$ cat src/rmfs_pkg.sv
// Purpose: shared constants for the relay matrix command sequencer
// Assumes: 40 MHz system clock
// Notes: timing counts derive from printed times
package rmfs_pkg;
  // ==========================================================
  // clock and timing
  localparam int CLK_HZ = 40_000_000;
  localparam int COIL_PULSE_MS = 7;
  localparam int COIL_PULSE_CYC = (CLK_HZ / 1000) * COIL_PULSE_MS;
  // ==========================================================
  // widths and sizes
  localparam int BANK_W = 16;        // relays per bank
  localparam int ADDR_W = 4;         // bank address width
  localparam int NUM_BANKS = 16;     // 256 relays in densest build
  localparam int FIFO_DEPTH = 16;
  localparam int FIFO_AW = 4;
  localparam int CNT_W = 24;
endpackage : rmfs_pkg

$ cat src/rmfs_sequencer.sv
// Purpose: relay matrix command path, fifo capture and coil sequencing
// Assumes: bus strobes synchronous to clk_sys, one clock domain
// Notes: one coil pulse per bank entry, one interrupt per command list
//
// Summary of operation
// RULE_01: every command word written while the fifo is not full enters the fifo with bank address.
// RULE_02: acknowledge the bus write as soon as the word is stored.
// RULE_03: after acknowledge, the sequencer is started on queued commands.
// RULE_04: while fifo not empty, pop entries and pulse coils for 7 ms.
// RULE_05: one pulse per bank sets all sixteen relays together.
// RULE_06: keep reading entries until the empty flag shows none remain.
// RULE_07: when empty and last pulse done, raise the interrupt request.
// RULE_08: only one interrupt per complete list, not per relay operation.
// RULE_09: after reset drive every relay bank to the open state.
// RULE_10: coil drive is applied only during pulses, never held on.
// RULE_11: interrupt holds until acknowledged; a new write clears it.
// RULE_12: pulse width timed by a counter with a parameter count.
`timescale 1ns/100ps
module rmfs_sequencer #(
  parameter int PULSE_CYC = rmfs_pkg::COIL_PULSE_CYC,
  parameter int DEPTH = rmfs_pkg::FIFO_DEPTH
) (
  // clock and reset
  input wire logic clk_sys,
  input wire logic reset_n,
  // bus write side
  input wire logic wr_strobe,
  input wire logic [rmfs_pkg::ADDR_W-1:0] wr_bank,
  input wire logic [rmfs_pkg::BANK_W-1:0] wr_data,
  output logic wr_ack,
  output logic wr_full,
  // interrupt to commander
  output logic irq_req_n,
  input wire logic irq_ack,
  // coil drivers
  output logic [rmfs_pkg::BANK_W-1:0] coil_set,
  output logic [rmfs_pkg::BANK_W-1:0] coil_reset,
  output logic [rmfs_pkg::NUM_BANKS-1:0] bank_sel,
  output logic busy
);
  import rmfs_pkg::*;

  typedef enum logic [1:0] {RMFS_IDLE, RMFS_POP, RMFS_PULSE} rmfs_state_e;

  // ==========================================================
  // reset release
  logic rst_meta;
  logic rst_n;
  always_ff @(posedge clk_sys or negedge reset_n) begin
    if (!reset_n) begin
      rst_meta <= 1'b0;
      rst_n <= 1'b0;
    end else begin
      rst_meta <= 1'b1;
      rst_n <= rst_meta;
    end
  end

  // one-hot bank decode, used for pulses and reset sweep
  function automatic logic [NUM_BANKS-1:0] bank_dec(
    input logic [ADDR_W-1:0] a);
    bank_dec = '0;
    bank_dec[a] = 1'b1;
  endfunction : bank_dec

  // ==========================================================
  // command fifo
  logic [BANK_W+ADDR_W-1:0] mem [DEPTH];
  logic [FIFO_AW:0] wptr;
  logic [FIFO_AW:0] rptr;
  logic fifo_empty_n;
  logic do_push;
  logic do_pop;
  assign fifo_empty_n = (wptr != rptr);
  assign wr_full = (wptr[FIFO_AW] != rptr[FIFO_AW]) &&
                   (wptr[FIFO_AW-1:0] == rptr[FIFO_AW-1:0]);
  assign do_push = wr_strobe && !wr_full;

  // RULE_01 capture command word
  always_ff @(posedge clk_sys) begin
    if (do_push) begin
      mem[wptr[FIFO_AW-1:0]] <= {wr_bank, wr_data};
    end
  end

  // fifo pointers
  always_ff @(posedge clk_sys or negedge rst_n) begin
    if (!rst_n) begin
      wptr <= '0;
      rptr <= '0;
    end else begin
      if (do_push) begin
        wptr <= wptr + 1'b1;
      end
      if (do_pop) begin
        rptr <= rptr + 1'b1;
      end
    end
  end

  // ==========================================================
  // bus acknowledge and start request
  logic start_req;
  // RULE_02 ack once stored
  always_ff @(posedge clk_sys or negedge rst_n) begin
    if (!rst_n) begin
      wr_ack <= 1'b0;
    end else begin
      wr_ack <= do_push;  // one-cycle pulse after storage edge
    end
  end
  // RULE_03 start after ack
  assign start_req = wr_ack;

  // ==========================================================
  // sequencer
  rmfs_state_e state;
  logic [CNT_W-1:0] pulse_cnt;
  logic [ADDR_W-1:0] cur_bank;
  logic [BANK_W-1:0] cur_data;
  logic init_sweep;             // reset open sweep in progress
  logic [ADDR_W-1:0] sweep_bank;
  logic list_done;
  logic armed;                  // a list is running since a stored write
  // count ends one past the last drive cycle, so coils stand PULSE_CYC cycles
  localparam logic [CNT_W-1:0] PULSE_LAST = CNT_W'(PULSE_CYC);

  // RULE_06 pop while entries remain
  assign do_pop = (state == RMFS_POP) && fifo_empty_n && !init_sweep;

  // state machine, reset sweep first, then fifo entries
  always_ff @(posedge clk_sys or negedge rst_n) begin
    if (!rst_n) begin
      state <= RMFS_IDLE;
      pulse_cnt <= '0;
      cur_bank <= '0;
      cur_data <= '0;
      init_sweep <= 1'b1;
      sweep_bank <= '0;
      list_done <= 1'b0;
    end else begin
      list_done <= 1'b0;
      case (state)
        RMFS_IDLE: begin
          // RULE_09 open all banks
          if (init_sweep) begin
            cur_bank <= sweep_bank;
            cur_data <= '0;
            pulse_cnt <= '0;
            state <= RMFS_PULSE;
          end else if (start_req || fifo_empty_n) begin
            state <= RMFS_POP;
          end
        end
        RMFS_POP: begin
          // RULE_04 pop entry
          if (fifo_empty_n) begin
            cur_bank <= mem[rptr[FIFO_AW-1:0]][BANK_W+ADDR_W-1:BANK_W];
            cur_data <= mem[rptr[FIFO_AW-1:0]][BANK_W-1:0];
            pulse_cnt <= '0;
            state <= RMFS_PULSE;
          end else begin
            // RULE_07 empty after last pulse
            list_done <= 1'b1;
            state <= RMFS_IDLE;
          end
        end
        RMFS_PULSE: begin
          // RULE_12 pulse width counter
          if (pulse_cnt == PULSE_LAST) begin
            pulse_cnt <= '0;
            if (init_sweep) begin
              sweep_bank <= sweep_bank + 1'b1;
              if (sweep_bank == ADDR_W'(NUM_BANKS - 1)) begin
                init_sweep <= 1'b0;
              end
              state <= RMFS_IDLE;
            end else begin
              state <= RMFS_POP;
            end
          end else begin
            pulse_cnt <= pulse_cnt + 1'b1;
          end
        end
        default: begin
          state <= RMFS_IDLE;
        end
      endcase
    end
  end

  // ==========================================================
  // coil drive outputs
  // RULE_05 whole bank per pulse
  // RULE_10 drive only in pulse
  always_ff @(posedge clk_sys or negedge rst_n) begin
    if (!rst_n) begin
      coil_set <= '0;
      coil_reset <= '0;
      bank_sel <= '0;
    end else if (state == RMFS_PULSE && pulse_cnt != PULSE_LAST) begin
      coil_set <= cur_data;
      coil_reset <= ~cur_data;
      bank_sel <= bank_dec(cur_bank);
    end else begin
      coil_set <= '0;
      coil_reset <= '0;
      bank_sel <= '0;
    end
  end

  assign busy = (state != RMFS_IDLE) || init_sweep;

  // ==========================================================
  // completion interrupt
  // list running flag, so drain of an unwritten list never interrupts
  always_ff @(posedge clk_sys or negedge rst_n) begin
    if (!rst_n) begin
      armed <= 1'b0;
    end else if (do_push) begin
      armed <= 1'b1;
    end else if (list_done) begin
      armed <= 1'b0;
    end
  end

  // RULE_08 one irq per list
  // RULE_11 hold until acknowledge
  always_ff @(posedge clk_sys or negedge rst_n) begin
    if (!rst_n) begin
      irq_req_n <= 1'b1;
    end else if (list_done && armed && !do_push) begin
      irq_req_n <= 1'b0;  // completion beats an ack in the same cycle
    end else if (irq_ack || do_push) begin
      irq_req_n <= 1'b1;
    end
  end
endmodule : rmfs_sequencer

$ cat config.mk
export PLATFORM = sky130hd
export DESIGN_NAME = rmfs_sequencer
export DESIGN_NICKNAME = d
export VERILOG_FILES = /design/src/rmfs_pkg.sv /design/src/rmfs_sequencer.sv
export SDC_FILE = /design/constraint.sdc
export NUM_CORES = 1
export LEC_CHECK = 0
export ABC_AREA = 0
export ABC_CLOCK_PERIOD_IN_PS = 4600
export BUFFER_PORTS_ARGS = -buffer_cell sky130_fd_sc_hd__buf_4
export CORE_MARGIN = 2
export CORE_UTILIZATION = 40
export CTS_BUF_LIST = sky130_fd_sc_hd__clkbuf_4
export DETAILED_ROUTE_END_ITERATION = 10
export PLACE_DENSITY_LB_ADDON = 0.12
export RECOVER_POWER = 50
export SYNTH_ARGS = -nofsm -noshare
export SYNTH_HDL_FRONTEND = slang
export SYNTH_SLANG_ARGS = --single-unit
$ cat constraint.sdc
create_clock -name clk_sys -period 4.6 [get_ports clk_sys]
set_input_delay 0.46 -clock clk_sys [delete_from_list [all_inputs] [get_ports clk_sys]]
set_output_delay 0.46 -clock clk_sys [all_outputs]
set_load 0.05 [all_outputs]
* Word level (Yosys, flattened, before mapping)
Memory sizes are Yosys's and may differ from the RTL's.
Cells that the tools add are included.
** Word-level totals
- Register bits :: 115
- Bits in writable memories :: 320
- Input port bits :: 24
- Output and inout bits :: 52
- Word-level logic and storage cells :: 93
- Memories kept :: 1
** Cells by class
- Add/subtract/negate cells :: 4
- Magnitude comparators :: 2
- Equal/unequal tests :: 12
- Muxes and demuxes :: 31
- Bitwise gates (word level) :: 1
- Reduce and logical (&&, ||, !) cells :: 25
** Memories
- mem :: words 16, width 20, rd ports 1, clocked after Yosys merged registers in 0, write ports 1, RTL line rmfs_sequencer.sv:68 : logic [BANK_W+ADDR_W-1:0] mem [DEPTH];
** Operator list (count)
- 16-bit two-way mux :: 5
- 24-bit two-way mux :: 3
- 24-bit one-hot mux with 3 select lines :: 1
- 16-bit one-hot mux with 2 select lines :: 1
- 24-bit by 1-bit adder with 24-bit output, second input constant :: 1
- 24-bit by 19-bit == test with 1-bit output, second input constant :: 1
- 24-bit by 19-bit inequality test with 1-bit output, second input constant :: 1
- 16-bit inverter :: 1
- 1-bit two-way mux :: 12
- 5-bit by 1-bit adder with 5-bit output, second input constant :: 2
- 3-bit AND reduction :: 3
- 1-bit logical AND :: 8
- 2-bit two-way mux :: 4
- 4-bit two-way mux :: 2
- 4-bit one-hot mux with 2 select lines :: 1
- 2-bit nonzero test :: 4
- 2-bit inequality test, second input constant :: 3
- 2-bit one-hot mux with 3 select lines :: 1
- 4-bit by 5-bit < comparator with 1-bit output, second input constant :: 1
- 5-bit inequality test :: 1
- 4-bit by 1-bit adder with 4-bit output, second input constant :: 1
- 1-bit demux with 4-bit select :: 1
- 4-bit == test :: 1
- 4-bit == test, second input constant :: 1
- 10 further kinds :: 15

* Depth between registers and ports, before layout
Gate-level depths: netlist of run 1.
- Word-level depth :: 7
- Depth in mapped cells :: 8
- Gate-level depth less buffers :: 7

* Worst setup path after synthesis of run 1
No wires, ideal clock.
- Path type :: reg-to-reg
- From :: register rptr[4]
- To :: memory mem[0][0] in the netlist's numbering (enable)
- Arrival time :: 2.795 ns
- Setup slack :: 1.383 ns
- Cell stages (with the launch flop) :: 6
- Path buffers :: 1
- Clock period less this slack :: 3.217 ns
- Cell sequence :: dfrtp_1 > xnor2_1 > o21a_1 > clkbuf_1 > nand2_1 > nor3_1
** Between the ends
- Word-level cells in the longest chain between the ends :: 6
** RTL lines
- start, declared :: RTL line rmfs_sequencer.sv:70 : logic [FIFO_AW:0] rptr;
- start signal, assigned :: RTL line rmfs_sequencer.sv:96 : rptr <= rptr + 1'b1;
- 1-bit inequality test :: RTL line rmfs_sequencer.sv:75 : assign wr_full = (wptr[FIFO_AW] != rptr[FIFO_AW]) &&
- 1-bit logical AND :: RTL line rmfs_sequencer.sv:75
- 1-bit zero test :: RTL line rmfs_sequencer.sv:77 : assign do_push = wr_strobe && !wr_full;
- 1-bit logical AND :: RTL line rmfs_sequencer.sv:77
- named net do_push :: RTL line rmfs_sequencer.sv:72 : logic do_push;
- 1-bit two-way mux :: RTL line rmfs_sequencer.sv:81 : if (do_push) begin
- 1-bit two-way mux (implied by the code) :: RTL line rmfs_sequencer.sv:82 : mem[wptr[FIFO_AW-1:0]] <= {wr_bank, wr_data};
- end, declared :: RTL line rmfs_sequencer.sv:68
The timed path passes the listed nets, and every way through them passes these cells.

* Worst setup path in the final report of run 1
- From :: register rptr[1]
- To :: output port wr_full
** Between the ends
- Word-level cells in the longest chain between the ends :: 2
** RTL lines
- 4-bit == test :: RTL line rmfs_sequencer.sv:76 : (wptr[FIFO_AW-1:0] == rptr[FIFO_AW-1:0]);
- 1-bit logical AND :: RTL line rmfs_sequencer.sv:75
- end, declared :: RTL line rmfs_sequencer.sv:31 : output logic wr_full,
No other way between the ends.

==> impl_metrics.env, run 1 <==
export IMPL_minimum_period_implied_by_the_final_worst_setup_slack_ns=3.20
export IMPL_most_common_layout_cells="320 x sky130_fd_sc_hd__edfxtp_1, 177 x sky130_fd_sc_hd__clkbuf_4, 111 x sky130_fd_sc_hd__dfrtp_1"
export IMPL_synthesis_area_per_instance_um2=18.1
export IMPL_worstSkewPairLatency_ns=0.82
export IMPL_setup_violations_final=0
export IMPL_synth_nets=953
export IMPL_grt_setup_unrepaired="no"
export IMPL_port_buffers=75
export IMPL_rr_endpoint="rptr[1]"
export IMPL_syn_to_layout_area_delta_pct=16.7
export IMPL_status="finished, violations left"
export IMPL_via_count=9173
export IMPL_gp_congestion=0.736
export IMPL_timing_max_cap_violations=1
export IMPL_remaining_drc_errors=0
export IMPL_die_width_um=208
export IMPL_grt_antenna_before_repair=1
export IMPL_critPathKind="reg -> out"
export IMPL_ys_types=51
export IMPL_clockRootBuffer="sky130_fd_sc_hd__clkbuf_4"
export IMPL_grt_ovfl_total=0
export IMPL_synth_edff_count=320
export IMPL_worst_r2r_startpoint="rst_n"
export IMPL_postCtsSetupRepairBufs=0
export IMPL_cts_resized_gates=0
export IMPL_cts_inserted_buffers=113
export IMPL_period_share_pct=69.6
export IMPL_hold_path_class="in -> reg"
export IMPL_dp_hpwl_um=22900
export IMPL_worst_setup_path_end_kind="output port"
export IMPL_hold_ws_ns=0.180
export IMPL_clk_transition_reported_paths_ns=0.07
export IMPL_power_static_leakage_nw=6.96
export IMPL_endpoint="wr_full"
export IMPL_ir_drop_mv=0.267
export IMPL_synthFlopType="sky130_fd_sc_hd__edfxtp_1"
export IMPL_power_density_over_cell_area_mw_per_mm2=438
export IMPL_tritoncts_num_sinks=435
export IMPL_r2r_cells=1
export IMPL_antenna_left=0
export IMPL_die_height_um=208
export IMPL_h_tree_depth=3
export IMPL_ys_async_sr_fraction_pct=26.4
export IMPL_final_hold_viol_count=0
export IMPL_cts_tree="done"
export IMPL_timing_max_transition_violations_final=58
export IMPL_timing_slew_headroom_pct=-47.6
export IMPL_critical_path_required_ns=4.14
export IMPL_fmax_mhz=312
export IMPL_fin_worst_skew_ns=0.0658
export IMPL_drt_iter0_markers=898
export IMPL_violations="max-capacitance violations, max-slew violations"
export IMPL_core_area_mm2=0.0410
export IMPL_timing_worst_slew_pin_value_ns=2.21
export IMPL_totalWireLength_um=38000
export IMPL_netlist_instances=921
export IMPL_timing_critical_path_arrival_ns=2.74
export IMPL_ys_warn_count=0
export IMPL_cp_max_fo=47
export IMPL_synth_seq_area_share_pct=74.8
export IMPL_global_route_wire_length_before_repair_um=58500
export IMPL_hold_path_startpoint="wr_strobe"
export IMPL_clock_path_buffers=3
export IMPL_r2r_slack_ns=1.50
export IMPL_nets=1145
export IMPL_grt_start_max_net_pins=84
export IMPL_fin_tns_setup_ns=0
export IMPL_pin_count=76
export IMPL_drt_pre_antenna_iters=5
export IMPL_first_global_vias=9731
export IMPL_design_die_area_mm2=0.0434
export IMPL_post_route_cells_drive_above_1_share_pct=29.2
export IMPL_grtUsageTotal_pct=18.2
export IMPL_cts_hold_buffers_added=23
export IMPL_synth_area_mm2=0.0167
export IMPL_core_rowCount=74
export IMPL_critical_path_startpoint="rptr[1]"
export IMPL_post_drt_via_cell_ratio=5.32
export IMPL_start_util_pct=40.7
export IMPL_detail_route_wl_per_cell_um=22.0
export IMPL_cp_start_kind="register"
export IMPL_synth_ff_latch_count=435
export IMPL_final_common_cell="sky130_fd_sc_hd__edfxtp_1"
worst min-delay path by stage:
stage,slack (ns),end,depth (start not counted)
6_report,0.18,wr_ack,2
5_1_grt,0.13,wr_ack,2
4_1_cts,0.07,wr_ack,2
3_5_place_dp,0.25,rst_meta,1
3_3_place_gp,0.24,rst_n,1
2_1_floorplan,0.16,rst_meta,0
power breakdown:
part           total, W  switching, W  internal, W
Combinational  0.000613      0.000414     0.000199
Sequential      0.00465      0.000117      0.00454
Clock           0.00327       0.00150      0.00177
cell type report:
| class | count | area [um2] |
|---|---|---|
| diodes | 1 | 2.50 |
| clock buffers | 176 | 1320 |
| clock inverters | 17 | 95.1 |
| fillers | 3585 | 21500 |
| inverters | 9 | 33.8 |
| multi-input cells | 431 | 4030 |
| flip-flops and latches | 435 | 12500 |
| well taps | 532 | 666 |
| repair buffers | 123 | 828 |
worst max-delay path, stage by stage (launching register included):
cell and delay, ns:
sky130_fd_sc_hd__dfrtp_4 0.89, sky130_fd_sc_hd__xnor2_1 0.23, sky130_fd_sc_hd__nand4_2 0.25, sky130_fd_sc_hd__nor2_1 0.30
sky130_fd_sc_hd__buf_4 0.26
sequential cells by signal, indices dropped and copies added, names as in the netlist, 2 cells and up:
signal / count
cur_data: 16
pulse_cnt: 24
mem: 320
coil_reset: 16
state: 2
bank_sel: 16
wptr: 5
cur_bank: 4
coil_set: 16
sweep_bank: 4
rptr: 5
cells in the mapped netlist, types with 9 or more instances:
master | count | area share [%]
sky130_fd_sc_hd__nor3_1 | 16 | 0.48
sky130_fd_sc_hd__a22oi_1 | 40 | 1.8
sky130_fd_sc_hd__a22o_1 | 16 | 0.84
sky130_fd_sc_hd__o31ai_1 | 9 | 0.40
sky130_fd_sc_hd__xnor2_1 | 14 | 0.73
sky130_fd_sc_hd__o21ai_1 | 10 | 0.30
sky130_fd_sc_hd__mux4_2 | 80 | 11
sky130_fd_sc_hd__a21oi_1 | 31 | 0.93
sky130_fd_sc_hd__dfrtp_1 | 113 | 17
sky130_fd_sc_hd__nand2b_1 | 10 | 0.37
sky130_fd_sc_hd__nand3_1 | 9 | 0.27
sky130_fd_sc_hd__nor2_1 | 44 | 0.99
sky130_fd_sc_hd__edfxtp_1 | 320 | 58
sky130_fd_sc_hd__or3_1 | 12 | 0.45
sky130_fd_sc_hd__nand2_1 | 48 | 1.1
sky130_fd_sc_hd__inv_1 | 9 | 0.20
sky130_fd_sc_hd__buf_2 | 18 | 0.54
sky130_fd_sc_hd__clkbuf_1 | 26 | 0.58
sky130_fd_sc_hd__and2_1 | 19 | 0.71
through the flow:
| step | area, um2 | worst slack (ns) | power (W) | instances | util (%) |
|---|---|---|---|---|---|
| after detailed placement | 18000 | 1.71 | 0.00535 | 1507 | 43.9 |
| after global routing | 19500 | 0.736 | 0.00894 | 1724 | 47.5 |
| after CTS | 19600 | 1.25 | 0.00868 | 1723 | 47.9 |
| after floorplan | 16700 | 1.16 | 0.00503 | 921 | - |
| after global placement | 18000 | 1.79 | 0.00534 | 1507 | 43.9 |
| final | 19500 | 1.40 | 0.00853 | 1724 | 47.5 |
per-layer routing:
metal  wire [um]  GRT usage (%)
met1       17800           26.5
met2       16900           26.5
met3        2530           4.85
met4         748           6.35
met5           0              0
cells by family (layout without fill, tap and decap cells):
kind of cell / count (synthesis) / after routing / share of synthesized area [%]
xor+xnor: 17 / 17 / 0.892
other cells: 1 / 2 / 0.0225
compound gates: 126 / 126 / 5.17
mux: 84 / 84 / 11.1
flops: 435 / 435 / 74.8
fa+ha+maj: 8 / 8 / 0.600
simple gates: 195 / 195 / 6.04
buf+inv: 55 / 325 / 1.39
Note: power is estimated with default switching activity, not from simulation.
==> inputs of run 2 (changes only) <==
ABC_AREA = 1   (was 0)
ABC_CLOCK_PERIOD_IN_PS = 3100   (was 4600)
clock period = 3.1 ns   (was 4.6 ns; I/O delays follow)
==> run 2 against run 1 <==
  * The run now ends clean
  * Count of clock-buffer cells in the layout down 6
  * Power up 53%
  * Sequential share of layout area down 4.7 points
  * Critical path type unchanged
  * Highest routed layer unchanged
==> impl_metrics.env, run 2 <==
export IMPL_status="finished, final reports clean"
export IMPL_critPathMaxStageDelay_ns=0.42
export IMPL_postCtsSetupRepairBufs=0
export IMPL_worstSkewPairLatency_ns=0.85
export IMPL_timing_max_transition_violations_final=0
export IMPL_dp_hpwl_um=28400
export IMPL_ys_async_sr_fraction_pct=26.4
export IMPL_path_cells="inv_1 -> nand2_1 -> nand2_1 -> nor2_4 -> nand3_2 -> inv_1 -> buf_4"
export IMPL_antenna_left=0
export IMPL_area_fraction_of_the_dominant_cell_type_after_synthesis_pct=53.2
export IMPL_fmax_mhz=374
export IMPL_nets=1915
export IMPL_largest_register_ff_count=320
export IMPL_grt_ovfl_total=0
export IMPL_cts_hold_buffers_added=24
export IMPL_grtUsageTotal_pct=20.4
export IMPL_final_common_cell="sky130_fd_sc_hd__nor2_1"
export IMPL_cp_max_fo=17
export IMPL_synth_area_mm2=0.0181
export IMPL_power_static_leakage_nw=8.42
export IMPL_synth_top_cell_by_area="sky130_fd_sc_hd__edfxtp_1"
export IMPL_layout_core_utilization_pct=47.3
export IMPL_power_switching_w=0.00323
export IMPL_critical_path_required_ns=2.79
export IMPL_cellInternalPower_w=0.00982
export IMPL_synth_most_common_cell="sky130_fd_sc_hd__nor2_1"
export IMPL_final_hold_viol_count=0
export IMPL_grt_antenna_before_repair=2
export IMPL_timing_critical_path_arrival_ns=2.36
export IMPL_ir_drop_mv=0.305
export IMPL_hold_path_class="in -> reg"
export IMPL_critPathKind="reg -> out"
export IMPL_timing_worst_slew_pin_value_ns=1.45
export IMPL_clk_transition_reported_paths_ns=0.06
export IMPL_design_die_area_mm2=0.0469
export IMPL_syn_to_layout_area_delta_pct=16.3
export IMPL_most_common_layout_cells="386 x sky130_fd_sc_hd__nor2_1, 332 x sky130_fd_sc_hd__nand2_1, 320 x sky130_fd_sc_hd__edfxtp_1"
export IMPL_core_area_mm2=0.0444
export IMPL_post_drt_via_cell_ratio=4.90
export IMPL_clock_path_buffers=3
export IMPL_timing_max_cap_violations=0
export IMPL_fin_tns_setup_ns=0
export IMPL_setup_violations_final=0
export IMPL_postLayoutSetupSlackWorst_ns=0.430
export IMPL_post_route_cells_drive_above_1_share_pct=15.5
export IMPL_h_tree_depth=3
export IMPL_power_density_over_cell_area_mw_per_mm2=621
export IMPL_gp_congestion=0.858
export IMPL_ys_warn_count=0
export IMPL_timing_slew_headroom_pct=3.63
export IMPL_synthTopCellsByArea="sky130_fd_sc_hd__edfxtp_1 53%, sky130_fd_sc_hd__dfrtp_1 16%, sky130_fd_sc_hd__nor2_1 8.4%"
export IMPL_drt_iter0_markers=1162
export IMPL_synthFlopType="sky130_fd_sc_hd__edfxtp_1"
export IMPL_port_buffers=75
export IMPL_first_global_vias=12600
export IMPL_drt_pre_antenna_iters=5
export IMPL_place_worst_setup_slack_ns=0.701
export IMPL_grt_start_max_net_pins=164
export IMPL_grt_setup_unrepaired="no"
export IMPL_clockRootBuffer="sky130_fd_sc_hd__clkbuf_4"
export IMPL_cts_resized_gates=0
export IMPL_synthesis_area_per_instance_um2=10.5
export IMPL_pin_count=76
export IMPL_remaining_drc_errors=0
export IMPL_tritoncts_num_sinks=435
export IMPL_cts_tree="done"
export IMPL_critical_path_slowest_cell="sky130_fd_sc_hd__inv_1"
export IMPL_minimum_period_implied_by_the_final_worst_setup_slack_ns=2.67
export IMPL_detail_route_wl_per_cell_um=18.2
export IMPL_fin_worst_skew_ns=0.0469
export IMPL_cp_start_kind="register"
export IMPL_via_count=12500
export IMPL_power_combinational_fraction_pct=7.7
export IMPL_period_share_pct=86.1
export IMPL_cts_inserted_buffers=116
export IMPL_ys_types=35
export IMPL_yosys_top_cells_count="402 x sky130_fd_sc_hd__nor2_1, 331 x sky130_fd_sc_hd__nand2_1, 320 x sky130_fd_sc_hd__edfxtp_1, 145 x sky130_fd_sc_hd__nand3_1, 123 x sky130_fd_sc_hd__o21ai_0"
export IMPL_net_sw_share_pct=24.7
export IMPL_start_util_pct=40.7
export IMPL_detailed_place_area_mm2=0.0194
export IMPL_synth_edff_count=320
export IMPL_netlist_instances=1714
export IMPL_synth_seq_area_share_pct=69.1
export IMPL_share_of_total_power_in_sequential_cells_pct=52.5
export IMPL_synth_nets=1746
export IMPL_global_route_wire_length_before_repair_um=72800
export IMPL_p_clk_share_pct=39.7
export IMPL_worst_setup_path_end_kind="output port"
export IMPL_totalWireLength_um=46500
export IMPL_synth_ff_latch_count=435
export IMPL_core_rowCount=77
export IMPL_power_total_w=0.0131
export IMPL_die_width_um=217
export IMPL_finish_instance_area_mm2=0.0210
export IMPL_die_height_um=217
export IMPL_nFillCells=4213
[run 2: kinds of logic (layout without fill, tap and decap cells)]
family	Yosys count	count (layout)	synth area share, %
XOR/XNOR	14	14	0.679
adder cells (fa/ha/maj)	8	8	0.554
buffers and inverters	176	430	4.29
flip-flops	435	435	69.1
AND/OR/NAND/NOR	917	917	20.8
other	1	3	0.0208
AO/OA/AOI/OAI	163	163	4.54
[run 2: metrics by stage]
stage | hold WS, ns | std cells
6_report | 0.299 | 2562
4_1_cts | 0.209 | 2560
3_3_place_gp | 0.0918 | 2333
2_1_floorplan | 0.0144 | 1714
3_5_place_dp | 0.0934 | 2333
5_1_grt | 0.247 | 2562
[run 2: power groups by stage]
stage	registers (W)	clock network [W]	logic, W
floorplan	0.00697	0	0.000526
global placement	0.00697	0	0.00103
detailed placement	0.00698	0	0.00102
CTS	0.00686	0.00536	0.00105
global route	0.00689	0.00565	0.00113
finish	0.00686	0.00518	0.00101
[run 2: layer usage]
metal	part of all wire [%]	vias to the layer above	global-route usage, %	routed length, um
met2	48	347	33.5	22400
met4	1.7	0	6.58	807
li1	-	6120	-	-
met1	45	6015	27.5	20800
met3	5.4	66	3.93	2500
met5	0	-	0	0
[run 2: final cells by class]
type	instances	area, um2	share of cell area [%]
Tap cell	592	741	3.52
Timing Repair Buffer	129	1040	4.93
Clock inverter	33	254	1.21
Multi-Input combinational cell	1103	4830	23.0
Antenna cell	2	5.00	0.0238
Inverter	98	370	1.76
Sequential cell	435	12500	59.5
Clock buffer	170	1280	6.07
[run 2: worst paths after layout]
kind | start | to | slack [ns] | cells past startpoint
hold reg to reg | rst_meta | rst_n | 0.36 | 0
setup / recovery | rptr[1] | wr_full | 0.43 | 7
hold / removal | irq_ack | irq_req_n | 0.30 | 4
max in group asynchronous | rst_n | pulse_cnt[13] | 0.84 | 1
setup reg to reg | rptr[1] | mem[6][0] | 0.51 | 10
min in group asynchronous | reset_n | rst_n | 0.34 | 3
[run 2: critical path, delay by kind of cell, from the launching register on]
kind,cells,cell delay [ns]
buffers and inverters,3,0.73
and+or+nand+nor,4,0.37
DFF,1,0.41
==> inputs of run 3 (changes only) <==
RECOVER_POWER = 100   (was 50)
==> run 3 against run 2 <==
  * Register-to-register slack got worse by 0.07 ns
  * Clock power about the same
  * Via count decreased by 0.18%
  * Maximum frequency decreased by 1.5%
  * Global-route usage unchanged
  * Die area unchanged
  * Sequential share of layout area increased by 0.62 points
  * Count of clock-buffer cells in the layout unchanged
  * Critical endpoint unchanged
==> impl_metrics.env, run 3 (synthesis gave the netlist of run 2 again) <==
export IMPL_finish_instance_area_mm2=0.0208
export IMPL_global_route_wire_length_before_repair_um=72800
export IMPL_drt_iter0_markers=1147
export IMPL_gp_congestion=0.858
export IMPL_tritoncts_num_sinks=435
export IMPL_most_common_layout_cells="397 x sky130_fd_sc_hd__nor2_1, 332 x sky130_fd_sc_hd__nand2_1, 320 x sky130_fd_sc_hd__edfxtp_1"
export IMPL_nets=1915
export IMPL_via_count=12500
export IMPL_place_worst_setup_slack_ns=0.701
export IMPL_timing_critical_path_arrival_ns=2.40
export IMPL_grtUsageTotal_pct=20.4
export IMPL_cp_max_fo=17
export IMPL_hold_ws_ns=0.302
export IMPL_multi_input_gate_area_mm2=0.00481
export IMPL_timing_max_transition_violations_final=0
export IMPL_final_hold_viol_count=0
export IMPL_fin_worst_skew_ns=0.0478
export IMPL_cts_inserted_buffers=116
export IMPL_design_die_area_mm2=0.0469
export IMPL_critPathKind="reg -> out"
export IMPL_clock_path_buffers=3
export IMPL_cts_tree="done"
export IMPL_first_global_vias=12600
export IMPL_pin_count=76
export IMPL_grt_ovfl_total=0
export IMPL_power_density_over_cell_area_mw_per_mm2=627
export IMPL_largest_register_ff_count=320
export IMPL_port_buffers=75
export IMPL_hold_path_class="in -> reg"
export IMPL_die_height_um=217
export IMPL_die_width_um=217
export IMPL_period_share_pct=87.5
export IMPL_timing_max_cap_violations=0
export IMPL_worstSkewPairLatency_ns=0.85
export IMPL_totalWireLength_um=46600
export IMPL_setup_violations_final=0
export IMPL_final_common_cell="sky130_fd_sc_hd__nor2_1"
export IMPL_clk_transition_reported_paths_ns=0.06
export IMPL_grt_start_max_net_pins=164
export IMPL_start_util_pct=40.7
export IMPL_postLayoutSetupSlackWorst_ns=0.389
export IMPL_fmax_mhz=369
export IMPL_fin_tns_setup_ns=0
export IMPL_nFillCells=4288
export IMPL_dp_hpwl_um=28400
export IMPL_power_static_leakage_nw=8.24
export IMPL_grt_antenna_before_repair=2
export IMPL_final_seq_area_mm2=0.0125
export IMPL_timing_worst_slew_pin_value_ns=1.45
export IMPL_ir_drop_mv=0.305
export IMPL_critical_path_required_ns=2.79
export IMPL_clockRootBuffer="sky130_fd_sc_hd__clkbuf_4"
export IMPL_core_area_mm2=0.0444
export IMPL_timing_slew_headroom_pct=3.15
export IMPL_postCtsSetupRepairBufs=0
export IMPL_core_rowCount=77
export IMPL_detail_route_wl_per_cell_um=18.2
export IMPL_detailed_place_area_mm2=0.0194
export IMPL_status="finished, final reports clean"
export IMPL_syn_to_layout_area_delta_pct=15.1
export IMPL_minimum_period_implied_by_the_final_worst_setup_slack_ns=2.71
export IMPL_worst_setup_path_end_kind="output port"
export IMPL_cp_start_kind="register"
export IMPL_post_route_cells_drive_above_1_share_pct=12.5
export IMPL_remaining_drc_errors=0
export IMPL_post_drt_via_cell_ratio=4.89
export IMPL_antenna_left=0
export IMPL_drt_pre_antenna_iters=5
export IMPL_h_tree_depth=3
export IMPL_grt_setup_unrepaired="no"
[run 3: changes by cell type in the layout (fill, tap and decap cells not counted), sizes merged]
cell and change:
diode +1, clkbuf +53, buf -53
[run 3: area by class of cell]
type | count | share of cell area [%]
tap | 592 | 3.56
inverter | 98 | 1.78
clock buffer | 170 | 6.14
multi-input combinational | 1103 | 23.1
clock inverter | 33 | 1.22
timing repair buffer | 129 | 4.05
antenna | 3 | 0.0361
sequential | 435 | 60.1
[run 3: path summary, 6_finish.rpt]
kind                       slack, ns  depth (start not counted)  startpoint       endpoint
max in group asynchronous       0.84                          1       rst_n  pulse_cnt[12]
setup reg to reg                0.44                          8     rptr[1]     mem[15][0]
hold / removal                  0.30                          4     irq_ack      irq_req_n
hold reg to reg                 0.36                          0    rst_meta          rst_n
min in group asynchronous       0.34                          3     reset_n          rst_n
setup / recovery                0.39                          7     rptr[1]        wr_full
[run 3: metrics by stage]
stage | utilization [%] | total power, W | instances
finish | 46.8 | 0.0130 | 2563
global route | 46.8 | 0.0136 | 2562
CTS | 47.6 | 0.0133 | 2560
detailed placement | 43.6 | 0.00800 | 2333
global placement | 43.6 | 0.00800 | 2333
floorplan | - | 0.00749 | 1714
[run 3: repair_timing]
action                                 CTS  global route
hold buffers                            24             0
endpoints found under the hold margin  334             0
resized for setup                        0             0
[run 3: worst max-delay path, stage by stage, from the launching register on]
cell	delay, ns
sky130_fd_sc_hd__dfrtp_2	0.41
sky130_fd_sc_hd__inv_1	0.42
sky130_fd_sc_hd__nand2_1	0.10
sky130_fd_sc_hd__nand2_1	0.13
sky130_fd_sc_hd__nor2_4	0.05
sky130_fd_sc_hd__nand3_2	0.09
sky130_fd_sc_hd__inv_1	0.10
sky130_fd_sc_hd__clkbuf_2	0.25
[run 3: report_power, final]
| part | switching (W) | internal, W | total [W] |
|---|---|---|---|
| sequential | 0.000130 | 0.00673 | 0.00686 |
| clock | 0.00236 | 0.00283 | 0.00519 |
| combinational | 0.000733 | 0.000252 | 0.000985 |
| total | 0.00322 | 0.00981 | 0.0130 |
[run 3: routing by layer]
metal | vias to the layer above | part of all wire [%] | GRT usage, %
met4 | 0 | 1.8 | 6.58
met3 | 68 | 5.5 | 3.93
met2 | 336 | 48 | 33.5
met5 | - | 0 | 0
li1 | 6112 | - | -
met1 | 6010 | 45 | 27.5
